**src/core/alu_map.vh**
```
`ifndef ALU_MAP_VH
`define ALU_MAP_VH

`define ALU_OP_DEC    4'h0
`define ALU_OP_DECC   4'h1
`define ALU_OP_AND    4'h2
`define ALU_OP_OR     4'h3
`define ALU_OP_XOR    4'h4
`define ALU_OP_ADD    4'h5
`define ALU_OP_ADDC   4'h6
`define ALU_OP_SUBD   4'h7
`define ALU_OP_SUBDC  4'h8
`define ALU_OP_SUBS   4'h9
`define ALU_OP_SUBSC  4'hA

`define ALU_FORM_IMM  3'h0
`define ALU_FORM_R1   3'h1
`define ALU_FORM_R2   3'h2
`define ALU_FORM_R3   3'h3
`define ALU_FORM_MEM  3'h4

`define ALU_LOG_AND   2'h0
`define ALU_LOG_OR    2'h1
`define ALU_LOG_XOR   2'h2

`define ALU_BYTE_ONE  8'h01
`define ALU_BYTE_FF   8'hFF
`define ALU_BYTE_ZERO 8'h00
`define ALU_FLAG_RST  1'h0

`endif

```
**src/core/alu_addsub.v**
```verilog
`timescale 1ns/1ps
`default_nettype none
module alu_addsub #(
  parameter W = 8
) (
  input  wire [W-1:0] i_p,
  input  wire [W-1:0] i_q,
  input  wire         i_sub,
  input  wire         i_cin,
  output wire [W-1:0] o_sum,
  output wire         o_cout,
  output wire         o_ovf
);
  // subtraction is p + ~q + cin, so carry out is the inverted borrow
  wire [W-1:0] q_eff;
  wire [W:0]   full;

  assign q_eff  = i_sub ? ~i_q : i_q;
  assign full   = {1'b0, i_p} + {1'b0, q_eff} + {{W{1'b0}}, i_cin};
  assign o_sum  = full[W-1:0];
  assign o_cout = full[W];
  // signed overflow: same-sign addends giving a result of the other sign
  assign o_ovf  = (i_p[W-1] == q_eff[W-1]) && (full[W-1] != i_p[W-1]);
endmodule // alu_addsub
`default_nettype wire

```
**src/core/alu_logic.v**
```verilog
`timescale 1ns/1ps
`default_nettype none
`include "alu_map.vh"
module alu_logic #(
  parameter W = 8
) (
  input  wire [W-1:0] i_x,
  input  wire [W-1:0] i_y,
  input  wire [1:0]   i_sel,
  output reg  [W-1:0] o_res
);
  always @* begin
    case (i_sel)
      `ALU_LOG_AND: o_res = i_x & i_y;
      `ALU_LOG_OR:  o_res = i_x | i_y;
      `ALU_LOG_XOR: o_res = i_x ^ i_y;
      default:      o_res = i_x & i_y;
    endcase
  end
endmodule // alu_logic
`default_nettype wire

```
**src/core/alu_core.v**
```verilog
`timescale 1ns/1ps
`default_nettype none
`include "alu_map.vh"
module alu_core #(
  parameter W     = 8,
  parameter AW    = 16,
  parameter RSELW = 4
) (
  input  wire             I_REF_CLK,
  input  wire             I_SYS_RST,
  input  wire             I_OP_VALID,
  input  wire [3:0]       I_OP_CODE,
  input  wire [2:0]       I_OP_FORM,
  input  wire [RSELW-1:0] I_DST_SEL,
  input  wire [W-1:0]     I_REG1,
  input  wire [W-1:0]     I_REG2,
  input  wire [W-1:0]     I_REG3,
  input  wire [W-1:0]     I_IMM,
  input  wire [AW-1:0]    I_EADDR,
  input  wire [W-1:0]     I_DS_RDATA,
  output wire             O_BUSY,
  output reg              O_DS_RD,
  output reg  [AW-1:0]    O_DS_ADDR,
  output reg              O_IDX_UPD,
  output reg              O_WB_EN,
  output reg  [RSELW-1:0] O_WB_SEL,
  output reg  [W-1:0]     O_WB_DATA,
  output reg  [W-1:0]     O_ACC,
  output reg              O_FLAG_C,
  output reg              O_FLAG_V,
  output reg              O_FLAG_Z,
  output reg              O_DONE
);

  localparam [1:0] ST_IDLE  = 2'h0;
  localparam [1:0] ST_FETCH = 2'h1;
  localparam [1:0] ST_EXEC  = 2'h2;

  // true for the operations that do not touch carry or overflow
  function is_logic;
    input [3:0] op;
    begin
      is_logic = (op == `ALU_OP_AND) || (op == `ALU_OP_OR) || (op == `ALU_OP_XOR);
    end
  endfunction

  // true for the operations that take the incoming carry
  function uses_carry;
    input [3:0] op;
    begin
      uses_carry = (op == `ALU_OP_DECC) || (op == `ALU_OP_ADDC) ||
                   (op == `ALU_OP_SUBDC) || (op == `ALU_OP_SUBSC);
    end
  endfunction

  function is_known;
    input [3:0] op;
    begin
      is_known = (op <= `ALU_OP_SUBSC);
    end
  endfunction

  // memory forms fetch their operand from the data store first
  function is_mem;
    input [2:0] f;
    begin
      is_mem = (f == `ALU_FORM_MEM);
    end
  endfunction

  reg  [1:0]       state;
  reg  [1:0]       next_state;
  reg  [3:0]       op;
  reg  [2:0]       form;
  reg  [RSELW-1:0] dst;
  reg  [W-1:0]     r1;
  reg  [W-1:0]     r2;
  reg  [W-1:0]     r3;
  reg  [W-1:0]     imm;

  wire             accept;
  wire             is_dec;
  wire             is_add;
  wire             is_subd;
  wire             is_subs;
  wire             swap;
  reg  [W-1:0]     opnd_x;
  reg  [W-1:0]     opnd_y;
  reg  [W-1:0]     dec_src;
  reg  [W-1:0]     as_p;
  reg  [W-1:0]     as_q;
  reg              as_sub;
  reg              as_cin;
  wire [W-1:0]     as_sum;
  wire             as_cout;
  wire             as_ovf;
  reg  [1:0]       log_sel;
  wire [W-1:0]     log_res;
  reg  [W-1:0]     result;
  reg              next_c;
  reg              next_v;

  // a request while busy is dropped: there is no queue
  assign accept = I_OP_VALID && (state == ST_IDLE);
  assign O_BUSY = (state != ST_IDLE);

  // capture the request so the register file may move on
  always @(posedge I_REF_CLK) begin
    if (I_SYS_RST) begin
      op   <= `ALU_OP_DEC;
      form <= `ALU_FORM_IMM;
      dst  <= {RSELW{1'b0}};
      r1   <= `ALU_BYTE_ZERO;
      r2   <= `ALU_BYTE_ZERO;
      r3   <= `ALU_BYTE_ZERO;
      imm  <= `ALU_BYTE_ZERO;
    end else if (accept) begin
      op   <= I_OP_CODE;
      form <= I_OP_FORM;
      dst  <= I_DST_SEL;
      r1   <= I_REG1;
      r2   <= I_REG2;
      r3   <= I_REG3;
      imm  <= I_IMM;
    end
  end

  always @* begin
    next_state = state;
    case (state)
      ST_IDLE: begin
        if (accept) begin
          if (is_mem(I_OP_FORM)) begin
            next_state = ST_FETCH;
          end else begin
            next_state = ST_EXEC;
          end
        end
      end
      ST_FETCH: next_state = ST_EXEC;
      ST_EXEC:  next_state = ST_IDLE;
      default:  next_state = ST_IDLE;
    endcase
  end

  always @(posedge I_REF_CLK) begin
    if (I_SYS_RST) begin
      state <= ST_IDLE;
    end else begin
      state <= next_state;
    end
  end

  // memory forms: one read strobe at the extended address with its index update
  always @(posedge I_REF_CLK) begin
    if (I_SYS_RST) begin
      O_DS_RD   <= 1'b0;
      O_IDX_UPD <= 1'b0;
      O_DS_ADDR <= {AW{1'b0}};
    end else begin
      O_DS_RD   <= accept && is_mem(I_OP_FORM);
      O_IDX_UPD <= accept && is_mem(I_OP_FORM);
      if (accept) begin
        O_DS_ADDR <= I_EADDR;
      end
    end
  end

  // operand pair: x is the register side, y the other source
  always @* begin
    case (form)
      `ALU_FORM_IMM: begin
        opnd_x = r1;
        opnd_y = imm;
      end
      `ALU_FORM_R3: begin
        opnd_x = r2;
        opnd_y = r3;
      end
      `ALU_FORM_MEM: begin
        opnd_x = r1;
        opnd_y = I_DS_RDATA;
      end
      default: begin
        opnd_x = r1;
        opnd_y = r2;
      end
    endcase
  end

  // decrement source: the single register, the second register, or the store
  always @* begin
    case (form)
      `ALU_FORM_R2:  dec_src = r2;
      `ALU_FORM_MEM: dec_src = I_DS_RDATA;
      default:       dec_src = r1;
    endcase
  end

  assign is_dec  = (op == `ALU_OP_DEC) || (op == `ALU_OP_DECC);
  assign is_add  = (op == `ALU_OP_ADD) || (op == `ALU_OP_ADDC);
  assign is_subd = (op == `ALU_OP_SUBD) || (op == `ALU_OP_SUBDC);
  assign is_subs = (op == `ALU_OP_SUBS) || (op == `ALU_OP_SUBSC);
  // reversed subtraction is y - x, except the three-register form which is x - y
  assign swap    = is_subd ^ (form == `ALU_FORM_R3);

  always @* begin
    as_p   = opnd_x;
    as_q   = opnd_y;
    as_sub = 1'b0;
    as_cin = 1'b0;
    if (is_dec) begin
      as_p   = dec_src;
      // plain decrement is p + ~1 + 1; p - (1 - C) is p + ~0 + C
      // a subtrahend of one with carry in C would take off one too many
      as_q   = uses_carry(op) ? `ALU_BYTE_ZERO : `ALU_BYTE_ONE;
      as_sub = 1'b1;
      as_cin = uses_carry(op) ? O_FLAG_C : 1'b1;
    end else if (is_add) begin
      as_cin = uses_carry(op) ? O_FLAG_C : 1'b0;
    end else if (is_subd || is_subs) begin
      as_p   = swap ? opnd_y : opnd_x;
      as_q   = swap ? opnd_x : opnd_y;
      as_sub = 1'b1;
      // minus (1 - C): carry in is C, plain form uses one
      as_cin = uses_carry(op) ? O_FLAG_C : 1'b1;
    end
  end

  alu_addsub #(
    .W (W)
  ) u_addsub (
    .i_p    (as_p),
    .i_q    (as_q),
    .i_sub  (as_sub),
    .i_cin  (as_cin),
    .o_sum  (as_sum),
    .o_cout (as_cout),
    .o_ovf  (as_ovf)
  );

  always @* begin
    case (op)
      `ALU_OP_OR:  log_sel = `ALU_LOG_OR;
      `ALU_OP_XOR: log_sel = `ALU_LOG_XOR; // memory form is xor too
      default:     log_sel = `ALU_LOG_AND;
    endcase
  end

  alu_logic #(
    .W (W)
  ) u_logic (
    .i_x   (opnd_x),
    .i_y   (opnd_y),
    .i_sel (log_sel),
    .o_res (log_res)
  );

  always @* begin
    result = as_sum;
    next_c = O_FLAG_C;
    next_v = O_FLAG_V;
    if (is_logic(op)) begin
      result = log_res;
    end else if (is_dec) begin
      // clear only on wrap to hFF; with carry in set there is no wrap
      next_c = !((as_sum == `ALU_BYTE_FF) &&
                 !(uses_carry(op) && O_FLAG_C));
      next_v = as_ovf;
    end else begin
      // add: carry is the carry out; subtract: carry out is the inverted borrow
      next_c = as_cout;
      next_v = as_ovf;
    end
  end

  // results land on the edge that closes the execute cycle
  always @(posedge I_REF_CLK) begin
    if (I_SYS_RST) begin
      O_WB_EN   <= 1'b0;
      O_WB_SEL  <= {RSELW{1'b0}};
      O_WB_DATA <= `ALU_BYTE_ZERO;
      O_ACC     <= `ALU_BYTE_ZERO;
      O_FLAG_C  <= `ALU_FLAG_RST;
      O_FLAG_V  <= `ALU_FLAG_RST;
      O_FLAG_Z  <= `ALU_FLAG_RST;
      O_DONE    <= 1'b0;
    end else begin
      O_WB_EN <= 1'b0;
      O_DONE  <= 1'b0;
      if (state == ST_EXEC) begin
        O_DONE <= 1'b1;
        if (is_known(op)) begin
          O_WB_EN   <= 1'b1;
          O_WB_SEL  <= dst;
          O_WB_DATA <= result;
          O_ACC     <= result;
          O_FLAG_C  <= next_c;
          O_FLAG_V  <= next_v;
          O_FLAG_Z  <= (result == `ALU_BYTE_ZERO);
        end
      end
    end
  end

endmodule // alu_core
`default_nettype wire

```
**config.mk**
```make
export PLATFORM = sky130hd
export DESIGN_NAME = alu_core
export DESIGN_NICKNAME = d
export VERILOG_FILES = /design/src/core/alu_addsub.v /design/src/core/alu_logic.v /design/src/core/alu_core.v
export VERILOG_INCLUDE_DIRS = /design/src /design/src/core
export SDC_FILE = /design/constraint.sdc
export NUM_CORES = 1
export LEC_CHECK = 0
export BUFFER_PORTS_ARGS = -buffer_cell sky130_fd_sc_hd__buf_2
export CORE_ASPECT_RATIO = 0.8
export CORE_MARGIN = 2
export CORE_UTILIZATION = 53
export DETAILED_ROUTE_END_ITERATION = 8
export GPL_ROUTABILITY_DRIVEN = 0
export PLACE_DENSITY_LB_ADDON = 0.3
export SYNTH_ARGS = -nofsm -noshare
export SYNTH_HDL_FRONTEND = slang
export SYNTH_SLANG_ARGS = --single-unit
```
**constraint.sdc**
```tcl
create_clock -name I_REF_CLK -period 4.6 [get_ports I_REF_CLK]
set_input_delay 1.38 -clock I_REF_CLK [delete_from_list [all_inputs] [get_ports I_REF_CLK]]
set_output_delay 1.38 -clock I_REF_CLK [all_outputs]
set_load 0.02 [all_outputs]
```
After elaboration in Yosys (flattened, before gate mapping)
Cells that the tools add are included.
W data, S select, Z words.
{"block": "classes", "n_addsub": 2, "magnitude_cmp": 1, "n_eq_ne": 22, "muxes": 30, "n_bitwise": 7, "reduce_logical": 25}
{"cell": "$mux W8", "n": 11}
{"cell": "$pmux W8 S2", "n": 2}
{"cell": "$pmux W8 S3", "n": 1}
{"cell": "$eq A4 B3 Y1 const B", "n": 4}
{"cell": "$eq A4 B4 Y1 const B", "n": 3}
{"cell": "$mux W1", "n": 12}
{"cell": "$logic_or A1 B1 Y1", "n": 10}
{"cell": "$add A8 B8 Y9", "n": 1}
{"cell": "$add A9 B1 Y9", "n": 1}
{"cell": "$and A8 B8 Y8", "n": 1}
{"cell": "$eq A4 B2 Y1 const B", "n": 2}
{"cell": "$eq A8 B8 Y1 const B", "n": 1}
{"cell": "$logic_not A8 Y1", "n": 1}
{"cell": "$not A8 Y8", "n": 1}
{"cell": "$or A8 B8 Y8", "n": 1}
{"cell": "$pmux W2 S2", "n": 2}
{"cell": "$xor A8 B8 Y8", "n": 1}
{"cell": "$eq A3 B2 Y1 const B", "n": 2}
{"cell": "$eq A3 B3 Y1 const B", "n": 2}
{"cell": "$logic_and A1 B1 Y1", "n": 5}
{"cell": "$eq A2 B1 Y1 const B", "n": 2}
{"cell": "$eq A2 B2 Y1 const B", "n": 2}
{"cell": "$eq A4 B1 Y1 const B", "n": 1}
{"cell": "$le A4 B4 Y1 const B", "n": 1}
{"cell": "other kinds (14)", "n": 17}
{"block": "totals", "ff_bits": 79, "inputBits": 70, "out_inout_bits": 44}

Longest topological paths before layout
{"block": "depth", "word_depth": 15, "ltp_mapped": 20, "mapped_depth_nobuf": 18}

Cells and area by module
From an unflattened synthesis, not the netlist that was laid out.
{"block": "hier_totals", "hier_cells": 658, "hier_area_um2": 5147.4}
{"mod": "alu_core", "instances": 1, "cells_each": 528, "area_per_inst_um2": 4200.3, "seq_area_each_um2": 1581.5}
{"mod": "alu_logic", "instances": 1, "cells_each": 70, "area_per_inst_um2": 481.7, "seq_area_each_um2": 0.0}
{"mod": "alu_addsub", "instances": 1, "cells_each": 60, "area_per_inst_um2": 465.4, "seq_area_each_um2": 0.0}

Least setup slack after synthesis
OpenSTA, ideal clock, no wires.
{"block": "synth_path", "path_kind": "in2reg", "start": "input I_DS_RDATA[0]", "end": "register O_FLAG_C", "arrival_time_ns": 4.163, "required_ns": 4.471, "setup_slack_ns": 0.308, "stages": 15, "path_buffers": 0, "path_cell_list": "mux2_1 mux2i_1 mux2i_1 inv_1 mux2i_1 o31ai_1 a211oi_2 fa_1 inv_1 fa_1 nand3b_1 a2111oi_0 nand2_1 nor4_1 o41ai_1"}
{"block": "synth_via", "elab_chain_cells": 13}
{"item": "from (decl)", "line_no": "alu_core.v:20", "rtl": "input wire [W-1:0] I_DS_RDATA,"}
{"item": "$pmux W8 S3", "line_no": "alu_core.v:171", "rtl": "case (form)"}
{"item": "$mux W8", "line_no": "alu_core.v:223", "rtl": "as_q = swap ? opnd_x : opnd_y;"}
{"item": "$mux W8", "line_no": "alu_core.v:221", "rtl": "end else if (is_subd || is_subs) begin"}
{"item": "$mux W8", "line_no": "alu_core.v:219", "rtl": "end else if (is_add) begin"}
{"item": "$mux W8", "line_no": "alu_core.v:212", "rtl": "if (is_dec) begin"}
{"item": "$not A8 Y8", "line_no": "alu_addsub.v:18", "rtl": "assign q_eff = i_sub ? ~i_q : i_q;"}
{"item": "$mux W8", "line_no": "alu_addsub.v:18"}
{"item": "$add A8 B8 Y9 (*)", "line_no": "alu_addsub.v:19", "rtl": "assign full = {1'b0, i_p} + {1'b0, q_eff} + {{W{1'b0}}, i_cin};"}
{"item": "$add A9 B1 Y9 (*)", "line_no": "alu_addsub.v:19"}
{"item": "$eq A8 B8 Y1 (no line)"}
{"item": "$logic_and A1 B1 Y1", "line_no": "alu_core.v:267", "rtl": "next_c = !((as_sum == `ALU_BYTE_FF) &&"}
{"item": "$logic_not A1 Y1", "line_no": "alu_core.v:267"}
{"item": "$mux W1 (*)", "line_no": "alu_core.v:265", "rtl": "end else if (is_dec) begin"}
{"item": "to (signal assigned)", "line_no": "alu_core.v:284", "rtl": "O_FLAG_C <= `ALU_FLAG_RST;"}
{"item": "to (signal assigned)", "line_no": "alu_core.v:298", "rtl": "O_FLAG_C <= next_c;"}
{"item": "to (decl)", "line_no": "alu_core.v:29", "rtl": "output reg O_FLAG_C,"}
Every way passes the cells marked *; elsewhere a longest branch is shown, timed or not.
A chain may end at the register's enable or synchronous reset.

Final worst setup path
{"block": "layout_path", "start": "input I_DS_RDATA[0]", "end": "register O_ACC[7]"}
{"block": "layout_via", "elab_chain_cells": 10}
{"item": "$pmux W8 S3", "line_no": "alu_core.v:171"}
{"item": "$mux W8", "line_no": "alu_core.v:223"}
{"item": "$mux W8", "line_no": "alu_core.v:221"}
{"item": "$mux W8", "line_no": "alu_core.v:219"}
{"item": "$mux W8", "line_no": "alu_core.v:212"}
{"item": "$not A8 Y8", "line_no": "alu_addsub.v:18"}
{"item": "$mux W8", "line_no": "alu_addsub.v:18"}
{"item": "$add A8 B8 Y9 (*)", "line_no": "alu_addsub.v:19"}
{"item": "$add A9 B1 Y9 (*)", "line_no": "alu_addsub.v:19"}
{"item": "$mux W8 (*)", "line_no": "alu_core.v:263", "rtl": "if (is_logic(op)) begin"}
{"item": "to (signal assigned)", "line_no": "alu_core.v:283", "rtl": "O_ACC <= `ALU_BYTE_ZERO;"}
{"item": "to (signal assigned)", "line_no": "alu_core.v:297", "rtl": "O_ACC <= result;"}
{"item": "to (decl)", "line_no": "alu_core.v:28", "rtl": "output reg [W-1:0] O_ACC,"}
Marks and branches as above.

==> run_results.csv <==
group,metric,value,unit
run_status,outcome,"finished clean",
layout,drive_gt1_share,22.62,%
synthesis,async_flop_share,0,%
job,drv_cap,0,
die,dieArea,9998,sq um
synthesis,seq_area_frac_synth,32.40,%
setup_path,cp-start-kind,"input port",
layout,layout_common_cells,"163 x nand2_1, 113 x buf_2, 95 x a21oi_1",
power_and_ir_drop,p_leak,0.002610,uW
setup_path,end_kind,"flop",
timing,worst_slew_margin_rel,28.57,%
die,coreArea,8999,sq um
power_and_ir_drop,ir_drop,0.2754,mV
drt,post_drt_via_cell_ratio,5.666,
layout,syn_to_final_growth,18.74,%
drt,vias,4884,
grt,antenna_found_initial,0,
synthesis,synthTopCellsByArea,"dfxtp_1 32%, nand2_1 13%, a21oi_1 9.7%",
drt,drc,0,
layout,utilization,64.40,%
setup_path,cp_max_fo,4,
grt,grt_pass1_wl,21.36,mm
layout,multi_input_area,2997,sq um
timing,report.final.hold_viol_count,0,
grt,grt_overflow,0,
placement,hpwlAfterDp,9.184,mm
synthesis,ys_seq_elements,79,
clock_tree,htreeDepth,3,
synthesis,synth.avg_cell_area,7.418,sq um
setup_path,crit_type,"in -> reg",
die,fp.dieW,111.3,um
timing,tightest_slew,1.068,ns
layout,antenna_cells,0,
timing,maxSlewViolCount,0,
grt,grtUsageMet3,5.934,%
timing,min_period_over_period,99.96,%
clock_tree,cts_tree,"done",
synthesis,synthCells,658,
layout,final_nets,839,
synthesis,synthDistinctLibCells,51,
power_and_ir_drop,p_per_area,375.1,nW/um^2
clock_tree,worst_skew_pair.late_latency,0.34,ns
worst_hold_path,hp-start,"O_DS_ADDR[0]",
synthesis,synth_edf_count,0,
setup_path,required,4.79,ns
synthesis,synth_top_area_share,32.40,%
synthesis,ys_warn_count,0,
timing,period_minus_slack,4.598,ns
synthesis,synth_top_cell_by_area,"dfxtp_1",
layout,seq_area,1582,sq um
placement,numPortBuffers,113,
grt,grt_pass1_vias,4679,
synthesis,synth_fp_nets,755,
timing,fmax,217.5,MHz
grt,grtUsageMet1,31.67,%
worst_hold_path,hp-class,"reg -> reg",
drt,drt-total-wl,13.10,mm
clock_tree,postCtsSetupRepairBufs,0,
synthesis,synth_ff_type,"dfxtp_1",
die,die_h,89.84,um
drt,firstDrtPassIters,6,
drt,drt_iter0_markers,398,
grt,busiest_layer,"met2",
clock_tree,cts.sinks,79,
clock_tree,ctsRootBufferMaster,"clkbuf_16",
synthesis,synthesis.area,4881,sq um
clock_tree,clkTransAtPathRegs,0.07,ns
timing,clock_skew,0.007569,ns
grt,grt_max_degree,62,
grt,grt_usage,25.70,%
drt,ant_nets,0,
drt,wl_per_cell,15.20,um
die,rows,31,
timing,fin_tns_setup,0,ns
grt,met2_usage,44.77,%
timing,setup_viol,0,
setup_path,worstReg2RegStart,"is_logic.op[3]",
clock_tree,cts_inserted_buffers,9,
die,pin_count,114,
die,start_util,54.24,%
layout,fillerInstances,773,
setup_path,crit_start,"I_DS_RDATA[0]",
layout,final_common_cell,"nand2_1",
clock_tree,clockBufferDepth,2,
setup_path,cp_data_arrival_time,4.78,ns
-- layer usage --
layer | vias to the layer above | wire length (um)
met5 | - | 0
met4 | 0 | 223
met3 | 35 | 749
met2 | 179 | 6478
met1 | 2271 | 5654
li1 | 2399 | -
-- synthesized netlist by cell type (2+ instances only) --
library cell  count
nand2_1         164
a21oi_1          95
dfxtp_1          79
nor2_1           41
clkbuf_1         34
inv_1            28
ha_1             25
mux2i_1          22
o21ai_0          20
buf_4            15
nand2b_1         12
nor3_1           12
a211oi_1         11
mux2_2           10
o22a_1            8
xnor2_1           8
buf_2             6
nand3b_1          6
o221ai_1          5
xor2_1            5
o211a_1           4
o21a_1            4
o22ai_1           4
a22oi_1           3
nand3_1           3
o211ai_1          3
o31ai_1           3
a31oi_1           2
and2_1            2
fa_1              2
o41ai_1           2
-- final timing paths --
kind,endpoint,slack (ns),cells past startpoint
min reg2reg,O_DS_ADDR[0],0.45,2
min,O_DS_ADDR[0],0.45,2
max reg2reg,O_FLAG_Z,0.32,17
max,O_ACC[7],0.002,17
-- stage by stage --
step	total power, uW	cells	hold WS [ns]	setup slack [ns]	cell area [sq um]
finish	2174	862	0.4535	0.001948	5796
global route	2283	862	0.4739	-0.1313	5796
CTS	2119	862	0.4545	0.03429	5723
detailed placement	1429	846	0.4457	-0.2998	5440
global placement	1400	846	0.4344	-0.03069	5440
floorplan	1250	658	0.4250	0.3076	4881
-- state kept, by name (all words and copies together), names as in the netlist, 3 cells and up --
name / count
O_DS_ADDR: 16
O_ACC: 8
imm: 8
r1: 8
r2: 8
r3: 8
O_WB_SEL: 4
dst: 4
is_logic.op: 4
form: 3
-- layout make-up --
cell class                      count  share of cell area, %
Multi-Input combinational cell    495                  51.71
Sequential cell                    79                  27.29
Timing Repair Buffer              129                  11.83
Clock buffer                       11                  4.188
Tap cell                          115                  2.483
Inverter                           28                  1.813
Clock inverter                      5                 0.6908
-- cells by family after synthesis --
family | after synthesis | synth area share (%)
adder cells (fa/ha/maj) | 27 | 7.229
buffers and inverters | 84 | 7.767
XOR/XNOR | 13 | 2.333
AO/OA/AOI/OAI | 174 | 21.79
AND/OR/NAND/NOR | 247 | 21.12
flip-flops | 79 | 32.40
multiplexers | 34 | 7.357
-- worst max-delay path, stage by stage --
cell	delay, ns
buf_2	0.10
mux2_1	0.29
mux2i_1	0.14
mux2i_1	0.12
inv_1	0.14
mux2i_4	0.11
o21ai_0	0.21
o21a_1	0.17
a211oi_2	0.05
fa_1	0.46
a211oi_1	0.40
o31ai_1	0.21
o31ai_2	0.31
xor2_1	0.26
nor2_1	0.10
a211oi_1	0.25
nor3_1	0.08
-- power breakdown --
group	switching, uW	internal (uW)
Sequential	35.3	727
Clock	303	386
Combinational	431	291
-- timing repair --
item | in CTS | in global routing
setup endpoints to repair | 0 | 3
resized for setup | 0 | 13
hold buffers | 0 | 0
Note: power is estimated with default switching activity, not from simulation.
